File: config.mk
export PLATFORM = sky130hd
export DESIGN_NAME = tcm_burst_line_framer
export DESIGN_NICKNAME = d
export VERILOG_FILES = /design/src/core/tcm_framer_pkg.sv /design/src/core/tcm_align_hunter.sv /design/src/core/tcm_burst_line_framer.sv
export SDC_FILE = /design/constraint.sdc
export NUM_CORES = 1
export LEC_CHECK = 0
export ABC_AREA = 0
export BUFFER_PORTS_ARGS = -buffer_cell sky130_fd_sc_hd__buf_2
export CORE_MARGIN = 2
export CORE_UTILIZATION = 55
export DETAILED_ROUTE_END_ITERATION = 16
export GPL_TIMING_DRIVEN = 0
export PLACE_DENSITY = 0.72
export SLEW_MARGIN = 20
export SYNTH_ARGS = -nofsm -noshare
export SYNTH_HDL_FRONTEND = slang
export SYNTH_SLANG_ARGS = --single-unit
File: constraint.sdc
create_clock -name clk_sys_i -period 7.4 [get_ports clk_sys_i]
set_input_delay 1.48 -clock clk_sys_i [delete_from_list [all_inputs] [get_ports clk_sys_i]]
set_output_delay 1.48 -clock clk_sys_i [all_outputs]
set_load 0.02 [all_outputs]
File: src/core/tcm_framer_pkg.sv
package tcm_framer_pkg;

  // clock and symbol rate
  localparam int unsigned CLK_HZ    = 100_000_000;
  localparam int unsigned BAUD_HZ   = 320_000;
  // both rates share this factor, so the bit timer works in small integers
  localparam int unsigned ACC_SCALE = 10_000;
  localparam logic [13:0] ACC_MOD   = 14'(CLK_HZ / ACC_SCALE);
  localparam logic [13:0] ACC_INC   = 14'(BAUD_HZ / ACC_SCALE);
  localparam logic [13:0] ACC_HALF  = 14'(CLK_HZ / ACC_SCALE / 2);

  // times in their own unit
  localparam int unsigned PERIOD_US   = 2500;
  localparam int unsigned FRAME_US_X1000 = 1_178_000;

  // bit positions within one repetition period
  localparam int unsigned POS_W       = 10;
  localparam logic [9:0]  PERIOD_BITS = 10'(PERIOD_US * (BAUD_HZ / 1000) / 1000);
  localparam logic [9:0]  FIRST_POS   = 10'h001;
  localparam logic [9:0]  SLOT_FIRST  = 10'h011;
  localparam logic [9:0]  SLOT_PREP   = 10'h010;
  localparam logic [9:0]  LAST_DATA   = 10'h178;
  localparam logic [9:0]  PARITY_POS  = 10'h179;
  localparam logic [9:0]  FRAME_BITS  = 10'h179;

  // slot layout
  localparam int unsigned SLOTS       = 20;
  localparam int unsigned SLOT_BITS   = 18;
  localparam logic [4:0]  SLOT_LAST   = 5'(SLOTS - 1);
  localparam logic [4:0]  OFF_LAST    = 5'(SLOT_BITS - 1);

  // sync pattern, first bit sent in the msb; marker sits at bit 1
  localparam logic [7:0]  SYNC_PATTERN = 8'h80;
  localparam logic [7:0]  SYNC_MASK    = 8'hfd;
  localparam int unsigned SYNC_MARK_BIT = 1;
  localparam logic [1:0]  ALIGN_HITS   = 2'h3;

endpackage

File: src/core/tcm_align_hunter.sv
`timescale 1ns/1ps
`default_nettype none

module tcm_align_hunter (
  input  wire logic clk_sys_i,
  input  wire logic resetn_i,
  input  wire logic rx_pos_i,
  input  wire logic rx_neg_i,
  input  wire logic sample_tick_i,
  output logic      aligned_o,
  output logic      sync_hit_o
);

  logic [1:0] meta_q;
  logic [1:0] sync_q;
  logic [7:0] shift_q, shift_d;
  logic [9:0] since_q, since_d;
  logic [1:0] hits_q, hits_d;
  logic       aligned_q, aligned_d;
  logic       hit_q, hit_d;
  logic       found;
  logic       expected;

  always_comb begin
    shift_d   = shift_q;
    since_d   = since_q;
    hits_d    = hits_q;
    hit_d     = 1'b0;
    found     = 1'b0;
    expected  = 1'b0;
    if (sample_tick_i) begin
      shift_d  = {shift_q[6:0], |sync_q};
      found    = (shift_d & tcm_framer_pkg::SYNC_MASK) ==
                 tcm_framer_pkg::SYNC_PATTERN;
      expected = (since_q + 10'h001) == tcm_framer_pkg::PERIOD_BITS;
      since_d  = (since_q == 10'h3ff) ? since_q : since_q + 10'h001;
      // once counting, only the expected position may confirm the hunt
      if (hits_q == 2'h0) begin
        if (found) begin
          hits_d  = 2'h1;
          since_d = 10'h000;
          hit_d   = 1'b1;
        end
      end else if (expected) begin
        since_d = 10'h000;
        if (found) begin
          hit_d  = 1'b1;
          hits_d = (hits_q == tcm_framer_pkg::ALIGN_HITS) ? hits_q
                                                         : hits_q + 2'h1;
        end else begin
          hits_d = 2'h0;
        end
      end
    end
    aligned_d = (hits_d == tcm_framer_pkg::ALIGN_HITS);
  end

  always_ff @(posedge clk_sys_i or negedge resetn_i) begin
    if (!resetn_i) begin
      meta_q    <= 2'h0;
      sync_q    <= 2'h0;
      shift_q   <= 8'h00;
      since_q   <= 10'h000;
      hits_q    <= 2'h0;
      aligned_q <= 1'b0;
      hit_q     <= 1'b0;
    end else begin
      meta_q    <= {rx_pos_i, rx_neg_i};
      sync_q    <= meta_q;
      shift_q   <= shift_d;
      since_q   <= since_d;
      hits_q    <= hits_d;
      aligned_q <= aligned_d;
      hit_q     <= hit_d;
    end
  end

  assign aligned_o  = aligned_q;
  assign sync_hit_o = hit_q;

endmodule

`default_nettype wire

File: src/core/tcm_burst_line_framer.sv
`timescale 1ns/1ps
`default_nettype none

module tcm_burst_line_framer (
  input  wire logic       clk_sys_i,
  input  wire logic       resetn_i,
  input  wire logic [3:0] ctrl_bits_i,
  input  wire logic       mframe_bit_i,
  input  wire logic [2:0] crc_bits_i,
  input  wire logic [7:0] b1_data_i,
  input  wire logic [7:0] b2_data_i,
  input  wire logic [1:0] d_data_i,
  input  wire logic       rx_pos_i,
  input  wire logic       rx_neg_i,
  output logic            line_pos_o,
  output logic            line_neg_o,
  output logic            line_drive_o,
  output logic            frame_start_o,
  output logic            ovh_req_o,
  output logic            slot_req_o,
  output logic [4:0]      slot_idx_o,
  output logic [9:0]      bit_pos_o,
  output logic            rx_aligned_o,
  output logic            rx_sync_hit_o
);

  // bit timer
  logic [13:0] acc_q, acc_d;
  logic [13:0] acc_sum;
  logic        bit_tick;
  logic        half_tick;

  // frame state
  logic [9:0]  pos_q, pos_d;
  logic [4:0]  slot_q, slot_d;
  logic [4:0]  off_q, off_d;
  logic [17:0] sh_q, sh_d;
  logic        mark_q, mark_d;
  logic        parity_q, parity_d;
  logic        pol_q, pol_d;

  // outputs
  logic        line_pos_q, line_pos_d;
  logic        line_neg_q, line_neg_d;
  logic        drive_q, drive_d;
  logic        fstart_q, fstart_d;
  logic        ovh_req_q, ovh_req_d;
  logic        slot_req_q, slot_req_d;
  logic [4:0]  slot_idx_q, slot_idx_d;

  // helpers
  logic        tx_bit;
  logic        burst;
  logic        in_data;
  logic [7:0]  sync_word;
  logic [17:0] slot_word;
  logic [17:0] ovh_word;

  // fractional accumulator: 312 or 313 clocks per bit, 312.5 on average,
  // so the period of 800 bits lands exactly on 250000 clocks
  always_comb begin
    acc_sum   = acc_q + tcm_framer_pkg::ACC_INC;
    bit_tick  = acc_sum >= tcm_framer_pkg::ACC_MOD;
    acc_d     = bit_tick ? acc_sum - tcm_framer_pkg::ACC_MOD : acc_sum;
    half_tick = (acc_q < tcm_framer_pkg::ACC_HALF) &&
                (acc_sum >= tcm_framer_pkg::ACC_HALF);
  end

  always_ff @(posedge clk_sys_i or negedge resetn_i) begin
    if (!resetn_i) begin
      acc_q <= 14'h0000;
    end else begin
      acc_q <= acc_d;
    end
  end

  // words loaded into the shift register, first bit in the msb
  always_comb begin
    sync_word = tcm_framer_pkg::SYNC_PATTERN;
    sync_word[tcm_framer_pkg::SYNC_MARK_BIT] = ~mark_q;
    ovh_word  = {sync_word,
                 ctrl_bits_i[0],
                 mframe_bit_i,
                 ctrl_bits_i[3:1],
                 crc_bits_i,
                 2'b00};
    slot_word = {b1_data_i,
                 d_data_i[1],
                 b2_data_i,
                 d_data_i[0]};
  end

  always_comb begin
    pos_d      = pos_q;
    slot_d     = slot_q;
    off_d      = off_q;
    sh_d       = sh_q;
    mark_d     = mark_q;
    parity_d   = parity_q;
    pol_d      = pol_q;
    line_pos_d = line_pos_q;
    line_neg_d = line_neg_q;
    drive_d    = drive_q;
    slot_idx_d = slot_idx_q;
    fstart_d   = 1'b0;
    ovh_req_d  = 1'b0;
    slot_req_d = 1'b0;
    tx_bit     = 1'b0;
    burst      = 1'b0;
    in_data    = 1'b0;
    if (bit_tick) begin
      pos_d = (pos_q == tcm_framer_pkg::PERIOD_BITS) ?
              tcm_framer_pkg::FIRST_POS : pos_q + 10'h001;
      in_data = (pos_d >= tcm_framer_pkg::SLOT_FIRST) &&
                (pos_d <= tcm_framer_pkg::LAST_DATA);

      // field selection
      if (pos_d == tcm_framer_pkg::FIRST_POS) begin
        mark_d   = ~mark_q;
        sh_d     = ovh_word;
        fstart_d = 1'b1;
      end else if (pos_d == tcm_framer_pkg::SLOT_FIRST) begin
        slot_d = 5'h00;
        off_d  = 5'h00;
        sh_d   = slot_word;
      end else if (in_data) begin
        if (off_q == tcm_framer_pkg::OFF_LAST) begin
          off_d  = 5'h00;
          slot_d = slot_q + 5'h01;
          sh_d   = slot_word;
        end else begin
          off_d = off_q + 5'h01;
          sh_d  = {sh_q[16:0], 1'b0};
        end
      end else begin
        sh_d = {sh_q[16:0], 1'b0};
      end

      // bit to send and burst window
      burst = pos_d <= tcm_framer_pkg::FRAME_BITS;
      if (pos_d <= tcm_framer_pkg::LAST_DATA) begin
        tx_bit = sh_d[17];
      end else if (pos_d == tcm_framer_pkg::PARITY_POS) begin
        tx_bit = parity_q;
      end else begin
        tx_bit = 1'b0;
      end

      // running parity over positions 1..376
      if (pos_d == tcm_framer_pkg::FIRST_POS) begin
        parity_d = tx_bit;
      end else if (pos_d <= tcm_framer_pkg::LAST_DATA) begin
        parity_d = parity_q ^ tx_bit;
      end

      // alternate mark inversion; polarity carries across frames
      line_pos_d = burst && tx_bit && !pol_q;
      line_neg_d = burst && tx_bit && pol_q;
      if (burst && tx_bit) begin
        pol_d = ~pol_q;
      end
      drive_d = burst;

      // data requests one bit ahead of the load, so users get a full
      // bit period (about 312 clocks) to settle the slot inputs
      if (pos_d == tcm_framer_pkg::PERIOD_BITS) begin
        ovh_req_d = 1'b1;
      end
      if (pos_d == tcm_framer_pkg::SLOT_PREP) begin
        slot_req_d = 1'b1;
        slot_idx_d = 5'h00;
      end else if (in_data && (off_d == tcm_framer_pkg::OFF_LAST) &&
                   (slot_d != tcm_framer_pkg::SLOT_LAST)) begin
        slot_req_d = 1'b1;
        slot_idx_d = slot_d + 5'h01;
      end
    end
  end

  always_ff @(posedge clk_sys_i or negedge resetn_i) begin
    if (!resetn_i) begin
      // start at the last position so the first tick opens a frame
      pos_q      <= tcm_framer_pkg::PERIOD_BITS;
      slot_q     <= 5'h00;
      off_q      <= 5'h00;
      sh_q       <= 18'h0_0000;
      mark_q     <= 1'b0;
      parity_q   <= 1'b0;
      pol_q      <= 1'b0;
      line_pos_q <= 1'b0;
      line_neg_q <= 1'b0;
      drive_q    <= 1'b0;
      fstart_q   <= 1'b0;
      ovh_req_q  <= 1'b0;
      slot_req_q <= 1'b0;
      slot_idx_q <= 5'h00;
    end else begin
      pos_q      <= pos_d;
      slot_q     <= slot_d;
      off_q      <= off_d;
      sh_q       <= sh_d;
      mark_q     <= mark_d;
      parity_q   <= parity_d;
      pol_q      <= pol_d;
      line_pos_q <= line_pos_d;
      line_neg_q <= line_neg_d;
      drive_q    <= drive_d;
      fstart_q   <= fstart_d;
      ovh_req_q  <= ovh_req_d;
      slot_req_q <= slot_req_d;
      slot_idx_q <= slot_idx_d;
    end
  end

  // receive hunt samples mid-bit on the local bit timing; no clock
  // recovery, so it only suits a line with a shared bit clock
  tcm_align_hunter u_hunter (
    .clk_sys_i     (clk_sys_i),
    .resetn_i      (resetn_i),
    .rx_pos_i      (rx_pos_i),
    .rx_neg_i      (rx_neg_i),
    .sample_tick_i (half_tick),
    .aligned_o     (rx_aligned_o),
    .sync_hit_o    (rx_sync_hit_o)
  );

  assign line_pos_o    = line_pos_q;
  assign line_neg_o    = line_neg_q;
  assign line_drive_o  = drive_q;
  assign frame_start_o = fstart_q;
  assign ovh_req_o     = ovh_req_q;
  assign slot_req_o    = slot_req_q;
  assign slot_idx_o    = slot_idx_q;
  assign bit_pos_o     = pos_q;

endmodule

`default_nettype wire

Word level (Yosys, flattened, before mapping)

Index checks and enable logic that the tools add are counted.
W data, S select, Z words.

Register bits after elaboration: 90
Bits of input ports: 30
Output and inout port bits: 23
Word-level logic and storage cells: 113

$add $sub $neg: 8
Magnitude comparators: 6
Equality and inequality tests: 14
Mux-type cells: 44
Bitwise gates (word level): 3
Reduce and logical (&&, ||, !) cells: 16

Operators with widths:

| cell                     | count |
|---|---|
| $mux W18                 | 4 |
| $mux W5                  | 12 |
| $mux W10                 | 5 |
| $eq A10 B10 Y1 const B   | 4 |
| $add A10 B1 Y10 const B  | 2 |
| $eq A10 B5 Y1 const B    | 2 |
| $le A10 B9 Y1 const B    | 2 |
| $mux W1                  | 16 |
| $add A5 B1 Y5 const B    | 3 |
| $add A14 B6 Y14 const B  | 1 |
| $ge A14 B13 Y1 const B   | 1 |
| $ge A14 B14 Y1 const B   | 1 |
| $lt A14 B13 Y1 const B   | 1 |
| $mux W14                 | 1 |
| $sub A14 B14 Y14 const B | 1 |
| $mux W2                  | 6 |
| $eq A10 B1 Y1 const B    | 1 |
| $eq A10 B9 Y1 const B    | 1 |
| $eq A5 B5 Y1 const B     | 2 |
| $ge A10 B5 Y1 const B    | 1 |
| $reduce_and A2 Y1        | 4 |
| $eq A7 B7 Y1 const B     | 1 |
| $logic_and A1 B1 Y1      | 7 |
| $ne A5 B5 Y1 const B     | 1 |
| other kinds (8)          | 11 |

Logic depth before layout (Yosys ltp)

Gate-level depths: netlist of the first run.

Word-level depth: 14
Gate-level depth with buffers: 17
Mapped depth without buffers: 16

By module

Synthesis of the first run repeated with hierarchy kept, for this count alone.

Cell total of the unflattened synthesis: 579
Area total of the unflattened synthesis: 5311.3 um^2

Modules (own cells, without submodules):

| module                | times used | cells an instance | area each (um^2) | seq. area each (um^2) |
|---|---|---|---|---|
| tcm_burst_line_framer | 1          | 448               | 3988.8           | 1530.2 |
| tcm_align_hunter      | 1          | 131               | 1322.5           | 625.6 |

Worst setup path after synthesis of the first run

Ideal clock, no wire load.

Path kind: register -> register
From: reg pos_q[1] (netlist: bit_pos_o[1])
To: reg slot_idx_q[2] (netlist: slot_idx_o[2])
Setup time: 128 ps
Data arrival time: 3533 ps
Required time: 7272 ps
Slack: 3739 ps
Cell stages (with the launch flop): 16
Path buffers: 0
Clock period less this slack: 3661 ps
Path through: dfrtp_1 ha_1 nand3_1 xor2_1 or4b_4 o311ai_4 or2_1 nor2_1 xnor2_1 or2_2 inv_1 ha_1 nand2_1 o31a_1 a21oi_2 o31ai_1

Longest elaborated chain between the ends: 13
Elaborated cells between the ends (all ways): 26
Classes of those cells: add/sub: 2; order compare: 2; eq/ne: 6; mux: 11; reduce/logical: 5

RTL lines:

| element                                                  | RTL line                                                   | text |
|---|---|---|
| start, declared                                          | tcm_burst_line_framer.sv:34                                | `logic [9:0] pos_q, pos_d;` |
| start signal, assigned                                   | tcm_burst_line_framer.sv:183                               | `pos_q <= tcm_framer_pkg::PERIOD_BITS;` |
| start signal, assigned                                   | tcm_burst_line_framer.sv:198                               | `pos_q <= pos_d;` |
| $add A10 B1 Y10 / $eq A10 B10 Y1 (equally long branches) | tcm_burst_line_framer.sv:113, tcm_burst_line_framer.sv:112 |  |
| $mux W10 *                                               | tcm_burst_line_framer.sv:112                               | `pos_d = (pos_q == tcm_framer_pkg::PERIOD_BITS) ?` |
| branches (longest 11 deep; another with $ge A10 B5 Y1)   | --                                                         |  |
| end signal, assigned                                     | tcm_burst_line_framer.sv:211                               | `slot_idx_q <= slot_idx_d;` |
| end, declared                                            | tcm_burst_line_framer.sv:49                                | `logic [4:0] slot_idx_q, slot_idx_d;` |

Mark *: on every way between the ends. The select of a mux whose other input is x is not followed.
A chain may end at the register's enable or synchronous reset.

Final worst setup path of the first run

From: reg pos_q[0] (netlist: bit_pos_o[0])
To: reg slot_idx_q[2] (netlist: slot_idx_o[2])

The elaborated chain is that of the path after synthesis.

==> results of run 1 <==
-- kinds of logic after synthesis --
| kind of cell | Yosys count |
|---|---|
| buffers and inverters | 37 |
| and+or+nand+nor | 262 |
| adders and majority gates | 14 |
| AOI/OAI and AO/OA | 118 |
| muxes | 18 |
| DFF | 86 |
| xor gates and xnor gates | 40 |
-- report_power, final --
group | internal, mW | switching, mW | total (mW) | leakage [nW]
combinational | 0.00769 | 0.0115 | 0.0192 | 1.46
sequential | 0.471 | 0.000344 | 0.471 | 1.07
clock | 0.126 | 0.182 | 0.308 | 0.0877
-- path summary, 6_finish.rpt --
check	end	slack (ns)	from
worst min-delay path	u_hunter.sync_q[1]	0.36	u_hunter.meta_q[1]
max in group asynchronous	off_q[3]	5.75	resetn_i
worst min register to register	u_hunter.sync_q[1]	0.36	u_hunter.meta_q[1]
worst max register to register	slot_idx_o[2]	2.99	bit_pos_o[0]
min in group asynchronous	acc_q[9]	1.05	resetn_i
worst max-delay path	slot_idx_o[2]	2.99	bit_pos_o[0]
-- state kept, by name (all words and copies together) (netlist names), 5 cells and up --
| name | count |
|---|---|
| acc_q | 10 |
| bit_pos_o | 10 |
| off_q | 5 |
| sh_q | 17 |
| slot_idx_o | 5 |
| slot_q | 5 |
| u_hunter.shift_q | 7 |
| u_hunter.since_q | 10 |
-- routing by layer --
| layer | vias to the layer above | track usage (%) | wire [um] | part of all wire, % |
|---|---|---|---|---|
| met1 | 1993 | 35.1 | 5440 | 48 |
| met4 | 0 | 6.53 | 131 | 1.1 |
| met5 | - | 0 | 0 | 0 |
| met2 | 121 | 37.9 | 5260 | 46 |
| li1 | 2148 | - | - | - |
| met3 | 12 | 3.13 | 569 | 5.0 |
-- critical path, stage by stage (launching register included) --
cell and delay [ns]:
dfrtp_1 0.50, inv_1 0.15, ha_1 0.15, buf_2 0.19, nor2b_1 0.31, nand4_1 0.23, o21ai_1 0.30, nand2_1 0.21
nor4b_1 0.84, a31oi_2 0.15, o22a_1 0.29, ha_1 0.25, nand2_1 0.14, o31a_1 0.23, a21oi_2 0.08, o31ai_1 0.27
-- through the flow --
step | std cells | hold slack, ns | cell area [um^2] | utilization [%] | power, mW
3_3_place_gp | 738 | 0.333 | 5500 | 60.4 | 0.498
3_5_place_dp | 739 | 0.342 | 5530 | 60.7 | 0.501
2_1_floorplan | 575 | 0.331 | 5100 | - | 0.481
4_1_cts | 755 | 0.366 | 5710 | 62.7 | 0.810
5_1_grt | 755 | 0.381 | 5710 | 62.7 | 0.830
6_report | 755 | 0.360 | 5710 | 62.7 | 0.798
-- final cells by class --
cell class	instances	area (um^2)	area share, %
tap	111	139	2.43
buffer	24	119	2.08
clock buffer	9	124	2.17
multi-input combinational	452	2780	48.7
timing repair buffer	53	290	5.08
sequential	86	2160	37.7
inverter	13	48.8	0.854
clock inverter	7	57.6	1.01
-- cell usage in the layout (no fill, tap or decap), types with 4 or more instances in the layout --
| master | n |
|---|---|
| dfrtp_1 | 83 |
| buf_4 | 5 |
| nand4_1 | 10 |
| xnor2_1 | 26 |
| clkbuf_1 | 13 |
| nor2_1 | 42 |
| buf_2 | 55 |
| o21ai_1 | 4 |
| xor2_1 | 14 |
| nand2_1 | 99 |
| nand2b_1 | 7 |
| nand3_1 | 37 |
| clkbuf_8 | 9 |
| mux2i_1 | 11 |
| a21oi_1 | 14 |
| inv_1 | 13 |
| nor3_1 | 13 |
| and3_1 | 8 |
| and2_1 | 5 |
| nor2b_1 | 10 |
| o31ai_1 | 6 |
| ha_1 | 14 |
| mux2_2 | 7 |
| o21ai_0 | 60 |
| o21a_1 | 4 |
==> results.sh, run 1 <==
export IMPL_status="finished clean"
export IMPL_pre_cts_ws_ns=3.14
export IMPL_cp_start_kind="flip-flop"
export IMPL_ctsHoldBuffers=0
export IMPL_setup_worst_path_class="flip-flop to flip-flop"
export IMPL_period_share_pct=59.5
export IMPL_drv_slew=0
export IMPL_netlist_area_mm2=0.00510
export IMPL_fin_crit_ns=4.41
export IMPL_synth_compound_area_share_pct=14.6
export IMPL_die_w_um=100
export IMPL_cts_tree="built"
export IMPL_ant_nets=0
export IMPL_hold_violations=0
export IMPL_clock_skew_ns=0.0149
export IMPL_finalSetupViolCount=0
export IMPL_synth_top_family_by_area="simple AND/OR/NAND/NOR gates"
export IMPL_tns_ns=0
export IMPL_gp_congestion=0.880
export IMPL_antennaDiodeCount=0
export IMPL_synthMuxAreaShare_pct=3.70
export IMPL_ys_seq_area_share_pct=42.2
export IMPL_ys_top_cells_by_area="dfrtp_1 (41%), nand2_1 (7.3%), o21ai_0 (5.9%)"
export IMPL_post_cts_setup_buffer_count=0
export IMPL_synth_edff_count=0
export IMPL_syn_area_per_cell_um2=8.88
export IMPL_peakVddDrop_mv=0.111
export IMPL_yosys_cell_types_count=66
export IMPL_synth_top_area_share_pct=40.7
export IMPL_synth_commonest_cells="nand2_1 (99), dfrtp_1 (83), o21ai_0 (60)"
export IMPL_cts_max_level=3
export IMPL_synth_seq_cells=86
export IMPL_row_count=35
export IMPL_numCtsBuffers=9
export IMPL_clk_pin_slew_worst_paths_ns=0.09
export IMPL_rsz0062_at_grt="false"
export IMPL_required_ns=7.66
export IMPL_synthSimpleGateAreaFrac_pct=25.8
export IMPL_drv_cap=0
export IMPL_synthToLayoutAreaGrowth_pct=12.0
export IMPL_yosysWarnings=0
export IMPL_post_synth_top_count_cell="nand2_1"
export IMPL_yosys_area_top_type="dfrtp_1"
export IMPL_reg2regPathDepth=15
export IMPL_grt_pass1_wl_mm=19.6
export IMPL_grt_pass1_vias=4064
export IMPL_antenna_found_initial=0
export IMPL_drc=0
export IMPL_crit_fanout=9
export IMPL_end_kind="flip-flop"
export IMPL_layout_setup_ws_ns=2.99
export IMPL_gr_usage_all_layers_pct=24.0
export IMPL_min_path_cells=0
export IMPL_wl_per_cell_um=15.1
export IMPL_critical_path_arrival_ns=4.66
export IMPL_cts_root_buffer="clkbuf_8"
export IMPL_synth_adder_area_share_pct=3.43
export IMPL_coreArea_mm2=0.00911
export IMPL_drive_gt1_share_pct=16.5
export IMPL_fmax_mhz=227
export IMPL_synth_ff_type="dfrtp_1"
export IMPL_synthCells=575
export IMPL_cts_resized=0
export IMPL_async_flop_share_pct=100
export IMPL_fillers=792
export IMPL_viasPerCell=5.66
export IMPL_drt_first_pass_iters=5
export IMPL_synth_fp_nets=619
export IMPL_hold_class="flip-flop to flip-flop"
export IMPL_slew_headroom_pct=37.6
export IMPL_leakage_nw=2.61
export IMPL_drt_wl_total_mm=11.4
export IMPL_start_util_pct=56.0
export IMPL_drtIter0Drc=217
export IMPL_die_y_um=100
export IMPL_clkLatencyLatePin_ns=0.35
export IMPL_worst_slew_pin_slew_ns=0.923
export IMPL_p_per_area_mw_per_mm2=140
export IMPL_io_buffer_count=52
export IMPL_clock_sinks=86
export IMPL_hpwl_mm=8.30
export IMPL_clockBufferDepth=2
export IMPL_fp_dieArea_mm2=0.0101
export IMPL_nNetsFinal=683
export IMPL_grt_overflow_total=0
export IMPL_dr_total_vias=4274
export IMPL_io_pins=53
export IMPL_grt_max_degree=58
export IMPL_synth_xor_area_share_pct=6.86
Power figures use the tool's default switching activity.
==> inputs of run 2 (changes only) <==
--- a/config.mk
+++ b/config.mk
@@ -5,13 +5,13 @@
 export SDC_FILE = /design/constraint.sdc
 export NUM_CORES = 1
 export LEC_CHECK = 0
-export ABC_AREA = 0
+export ABC_AREA = 1
 export BUFFER_PORTS_ARGS = -buffer_cell sky130_fd_sc_hd__buf_2
 export CORE_MARGIN = 2
-export CORE_UTILIZATION = 55
+export CORE_UTILIZATION = 54
 export DETAILED_ROUTE_END_ITERATION = 16
 export GPL_TIMING_DRIVEN = 0
-export PLACE_DENSITY = 0.72
+export PLACE_DENSITY = 0.74
 export SLEW_MARGIN = 20
 export SYNTH_ARGS = -nofsm -noshare
 export SYNTH_HDL_FRONTEND = slang
==> constraint.sdc (replaced) <==
create_clock -name clk_sys_i -period 3.6 [get_ports clk_sys_i]
set_input_delay 0.72 -clock clk_sys_i [delete_from_list [all_inputs] [get_ports clk_sys_i]]
set_output_delay 0.72 -clock clk_sys_i [all_outputs]
set_load 0.02 [all_outputs]
==> results.sh, run 2 <==
export IMPL_antennaDiodeCount=0
export IMPL_synth_seq_cells=86
export IMPL_clk_pin_slew_worst_paths_ns=0.09
export IMPL_grt_use_met2_pct=41.4
export IMPL_placed_area_mm2=0.00553
export IMPL_drt_first_pass_iters=5
export IMPL_async_flop_share_pct=100
export IMPL_drv_slew=0
export IMPL_largest_reg_flops=17
export IMPL_worst_slew_pin_slew_ns=0.602
export IMPL_slowest_delay_ns=0.45
export IMPL_nNetsFinal=789
export IMPL_critical_path_arrival_ns=3.47
export IMPL_syn_area_per_cell_um2=7.50
export IMPL_grt_overflow_total=0
export IMPL_ctsHoldBuffers=0
export IMPL_place_inst=845
export IMPL_dr_total_vias=4629
export IMPL_fmax_mhz=310
export IMPL_start_util_pct=55.5
export IMPL_slew_headroom_pct=59.9
export IMPL_gr_usage_all_layers_pct=24.2
export IMPL_yosys_area_top_type="dfrtp_1"
export IMPL_critical_path_top_delay_family="simple AND/OR/NAND/NOR gates"
export IMPL_viasPerCell=5.38
export IMPL_end_kind="flip-flop"
export IMPL_die_w_um=101
export IMPL_synthCells=681
export IMPL_yosysWarnings=0
export IMPL_required_ns=3.85
export IMPL_leakage_nw=2.96
export IMPL_rsz0062_at_grt="false"
export IMPL_busiest_layer="met2"
export IMPL_largest_register="sh_q"
export IMPL_io_buffer_count=52
export IMPL_drc=0
export IMPL_pre_cts_ws_ns=0.422
export IMPL_synth_edff_count=0
export IMPL_coreArea_mm2=0.00920
export IMPL_yosys_cell_types_count=42
export IMPL_gp_congestion=0.893
export IMPL_synth_top_area_share_pct=40.7
export IMPL_use_met3_pct=3.31
export IMPL_crit_fanout=10
export IMPL_numCtsBuffers=9
export IMPL_hold_violations=0
export IMPL_p_per_area_mw_per_mm2=302
export IMPL_fp_dieArea_mm2=0.0102
export IMPL_antenna_found_initial=0
export IMPL_layout_common_cells="nand2_1 (161), inv_1 (91), dfrtp_1 (81)"
export IMPL_die_y_um=101
export IMPL_ys_top_cells_by_area="dfrtp_1 (41%), nand2_1 (12%), inv_1 (6.7%)"
export IMPL_finalInstanceArea_mm2=0.00575
export IMPL_ant_nets=0
export IMPL_io_pins=53
export IMPL_grt_pass1_wl_mm=20.0
export IMPL_setup_worst_path_class="flip-flop to flip-flop"
export IMPL_layout_setup_ws_ns=0.379
export IMPL_final_cells=861
export IMPL_drive_gt1_share_pct=16.3
export IMPL_grt_pass1_vias=4474
export IMPL_synth_ff_type="dfrtp_1"
export IMPL_fin_crit_ns=3.22
export IMPL_grt_max_degree=51
export IMPL_finalSetupViolCount=0
export IMPL_clockBufferDepth=2
export IMPL_status="finished clean"
export IMPL_clkLatencyLatePin_ns=0.36
export IMPL_post_synth_top_count_cell="nand2_1"
export IMPL_synthToLayoutAreaGrowth_pct=12.7
export IMPL_synth_fp_nets=725
export IMPL_hold_ws_ns=0.320
export IMPL_final_common_cell="nand2_1"
export IMPL_crit_buf_inv=5
export IMPL_met1_usage_pct=31.6
export IMPL_ys_seq_area_share_pct=42.2
export IMPL_cp_start_kind="flip-flop"
export IMPL_crit_slowest_cell="dfrtp_2"
export IMPL_wl_per_cell_um=13.4
export IMPL_clock_sinks=86
export IMPL_cts_tree="built"
export IMPL_row_count=35
export IMPL_tns_ns=0
export IMPL_synth_commonest_cells="nand2_1 (161), inv_1 (91), dfrtp_1 (83)"
export IMPL_peakVddDrop_mv=0.150
export IMPL_netlist_area_mm2=0.00510
export IMPL_clock_skew_ns=0.0167
export IMPL_cts_root_buffer="clkbuf_8"
export IMPL_drt_wl_total_mm=11.5
export IMPL_hold_class="input pin to async pin"
export IMPL_path_common_cell="nand2_1"
export IMPL_hpwl_mm=8.59
export IMPL_drv_cap=0
export IMPL_drtIter0Drc=158
export IMPL_period_share_pct=89.5
export IMPL_cts_max_level=3
run 2: kinds of logic (layout without fill, tap and decap cells):
kind of cell | Yosys count | in the layout | synth area share (%)
AO/OA/AOI/OAI | 102 | 102 | 11.1
buffers and inverters | 116 | 185 | 8.90
AND/OR/NAND/NOR | 338 | 338 | 30.0
adder cells (fa/ha/maj) | 14 | 14 | 3.43
multiplexers | 1 | 1 | 0.196
flip-flops | 86 | 86 | 42.2
XOR/XNOR | 24 | 24 | 4.12
run 2: stage by stage:
step / utilization (%) / total power, mW
floorplan: - / 0.988
global placement: 59.9 / 1.02
detailed placement: 60.2 / 1.03
CTS: 62.5 / 1.75
global route: 62.5 / 1.79
finish: 62.5 / 1.74
run 2: worst paths after layout:
| path | slack [ns] | cells past startpoint | from | end |
|---|---|---|---|---|
| hold reg to reg | 0.36 | 0 | u_hunter.meta_q[0] | u_hunter.sync_q[0] |
| setup reg to reg | 0.38 | 25 | bit_pos_o[1] | slot_idx_o[0] |
| setup / recovery | 0.38 | 25 | bit_pos_o[1] | slot_idx_o[0] |
| hold / removal | 0.32 | 1 | resetn_i | slot_req_o |
| max in group asynchronous | 2.66 | 2 | resetn_i | sh_q[12] |
| min in group clk_sys_i | 0.36 | 0 | u_hunter.meta_q[0] | u_hunter.sync_q[0] |
run 2: where the power goes:
group / total (mW) / switching, mW / internal, mW
registers: 0.968 / 0.000678 / 0.968
logic: 0.0380 / 0.0235 / 0.0145
clock network: 0.731 / 0.380 / 0.351
total: 1.74 / 0.404 / 1.33
run 2: final cells by class:
cell class | count | area (um^2)
multi-input cells | 479 | 2500
fillers | 845 | 3440
inverters | 101 | 379
repair buffers | 53 | 290
plain buffers | 15 | 75.1
well taps | 111 | 139
clock buffers | 10 | 138
clock inverters | 6 | 75.1
flip-flops and latches | 86 | 2160
run 2: repair_timing:
action / CTS / global route
endpoints found under the setup margin: 0 / 5
resized for setup: 0 / 3
buffers inserted: 0 / 0
run 2: metal layers:
layer / share of wire (%) / routed length, um / vias to the layer above
met2: 49 / 5610 / 102
met3: 3.8 / 437 / 20
met1: 46 / 5290 / 2199
met5: 0 / 0 / -
li1: - / - / 2308
met4: 1.8 / 208 / 0
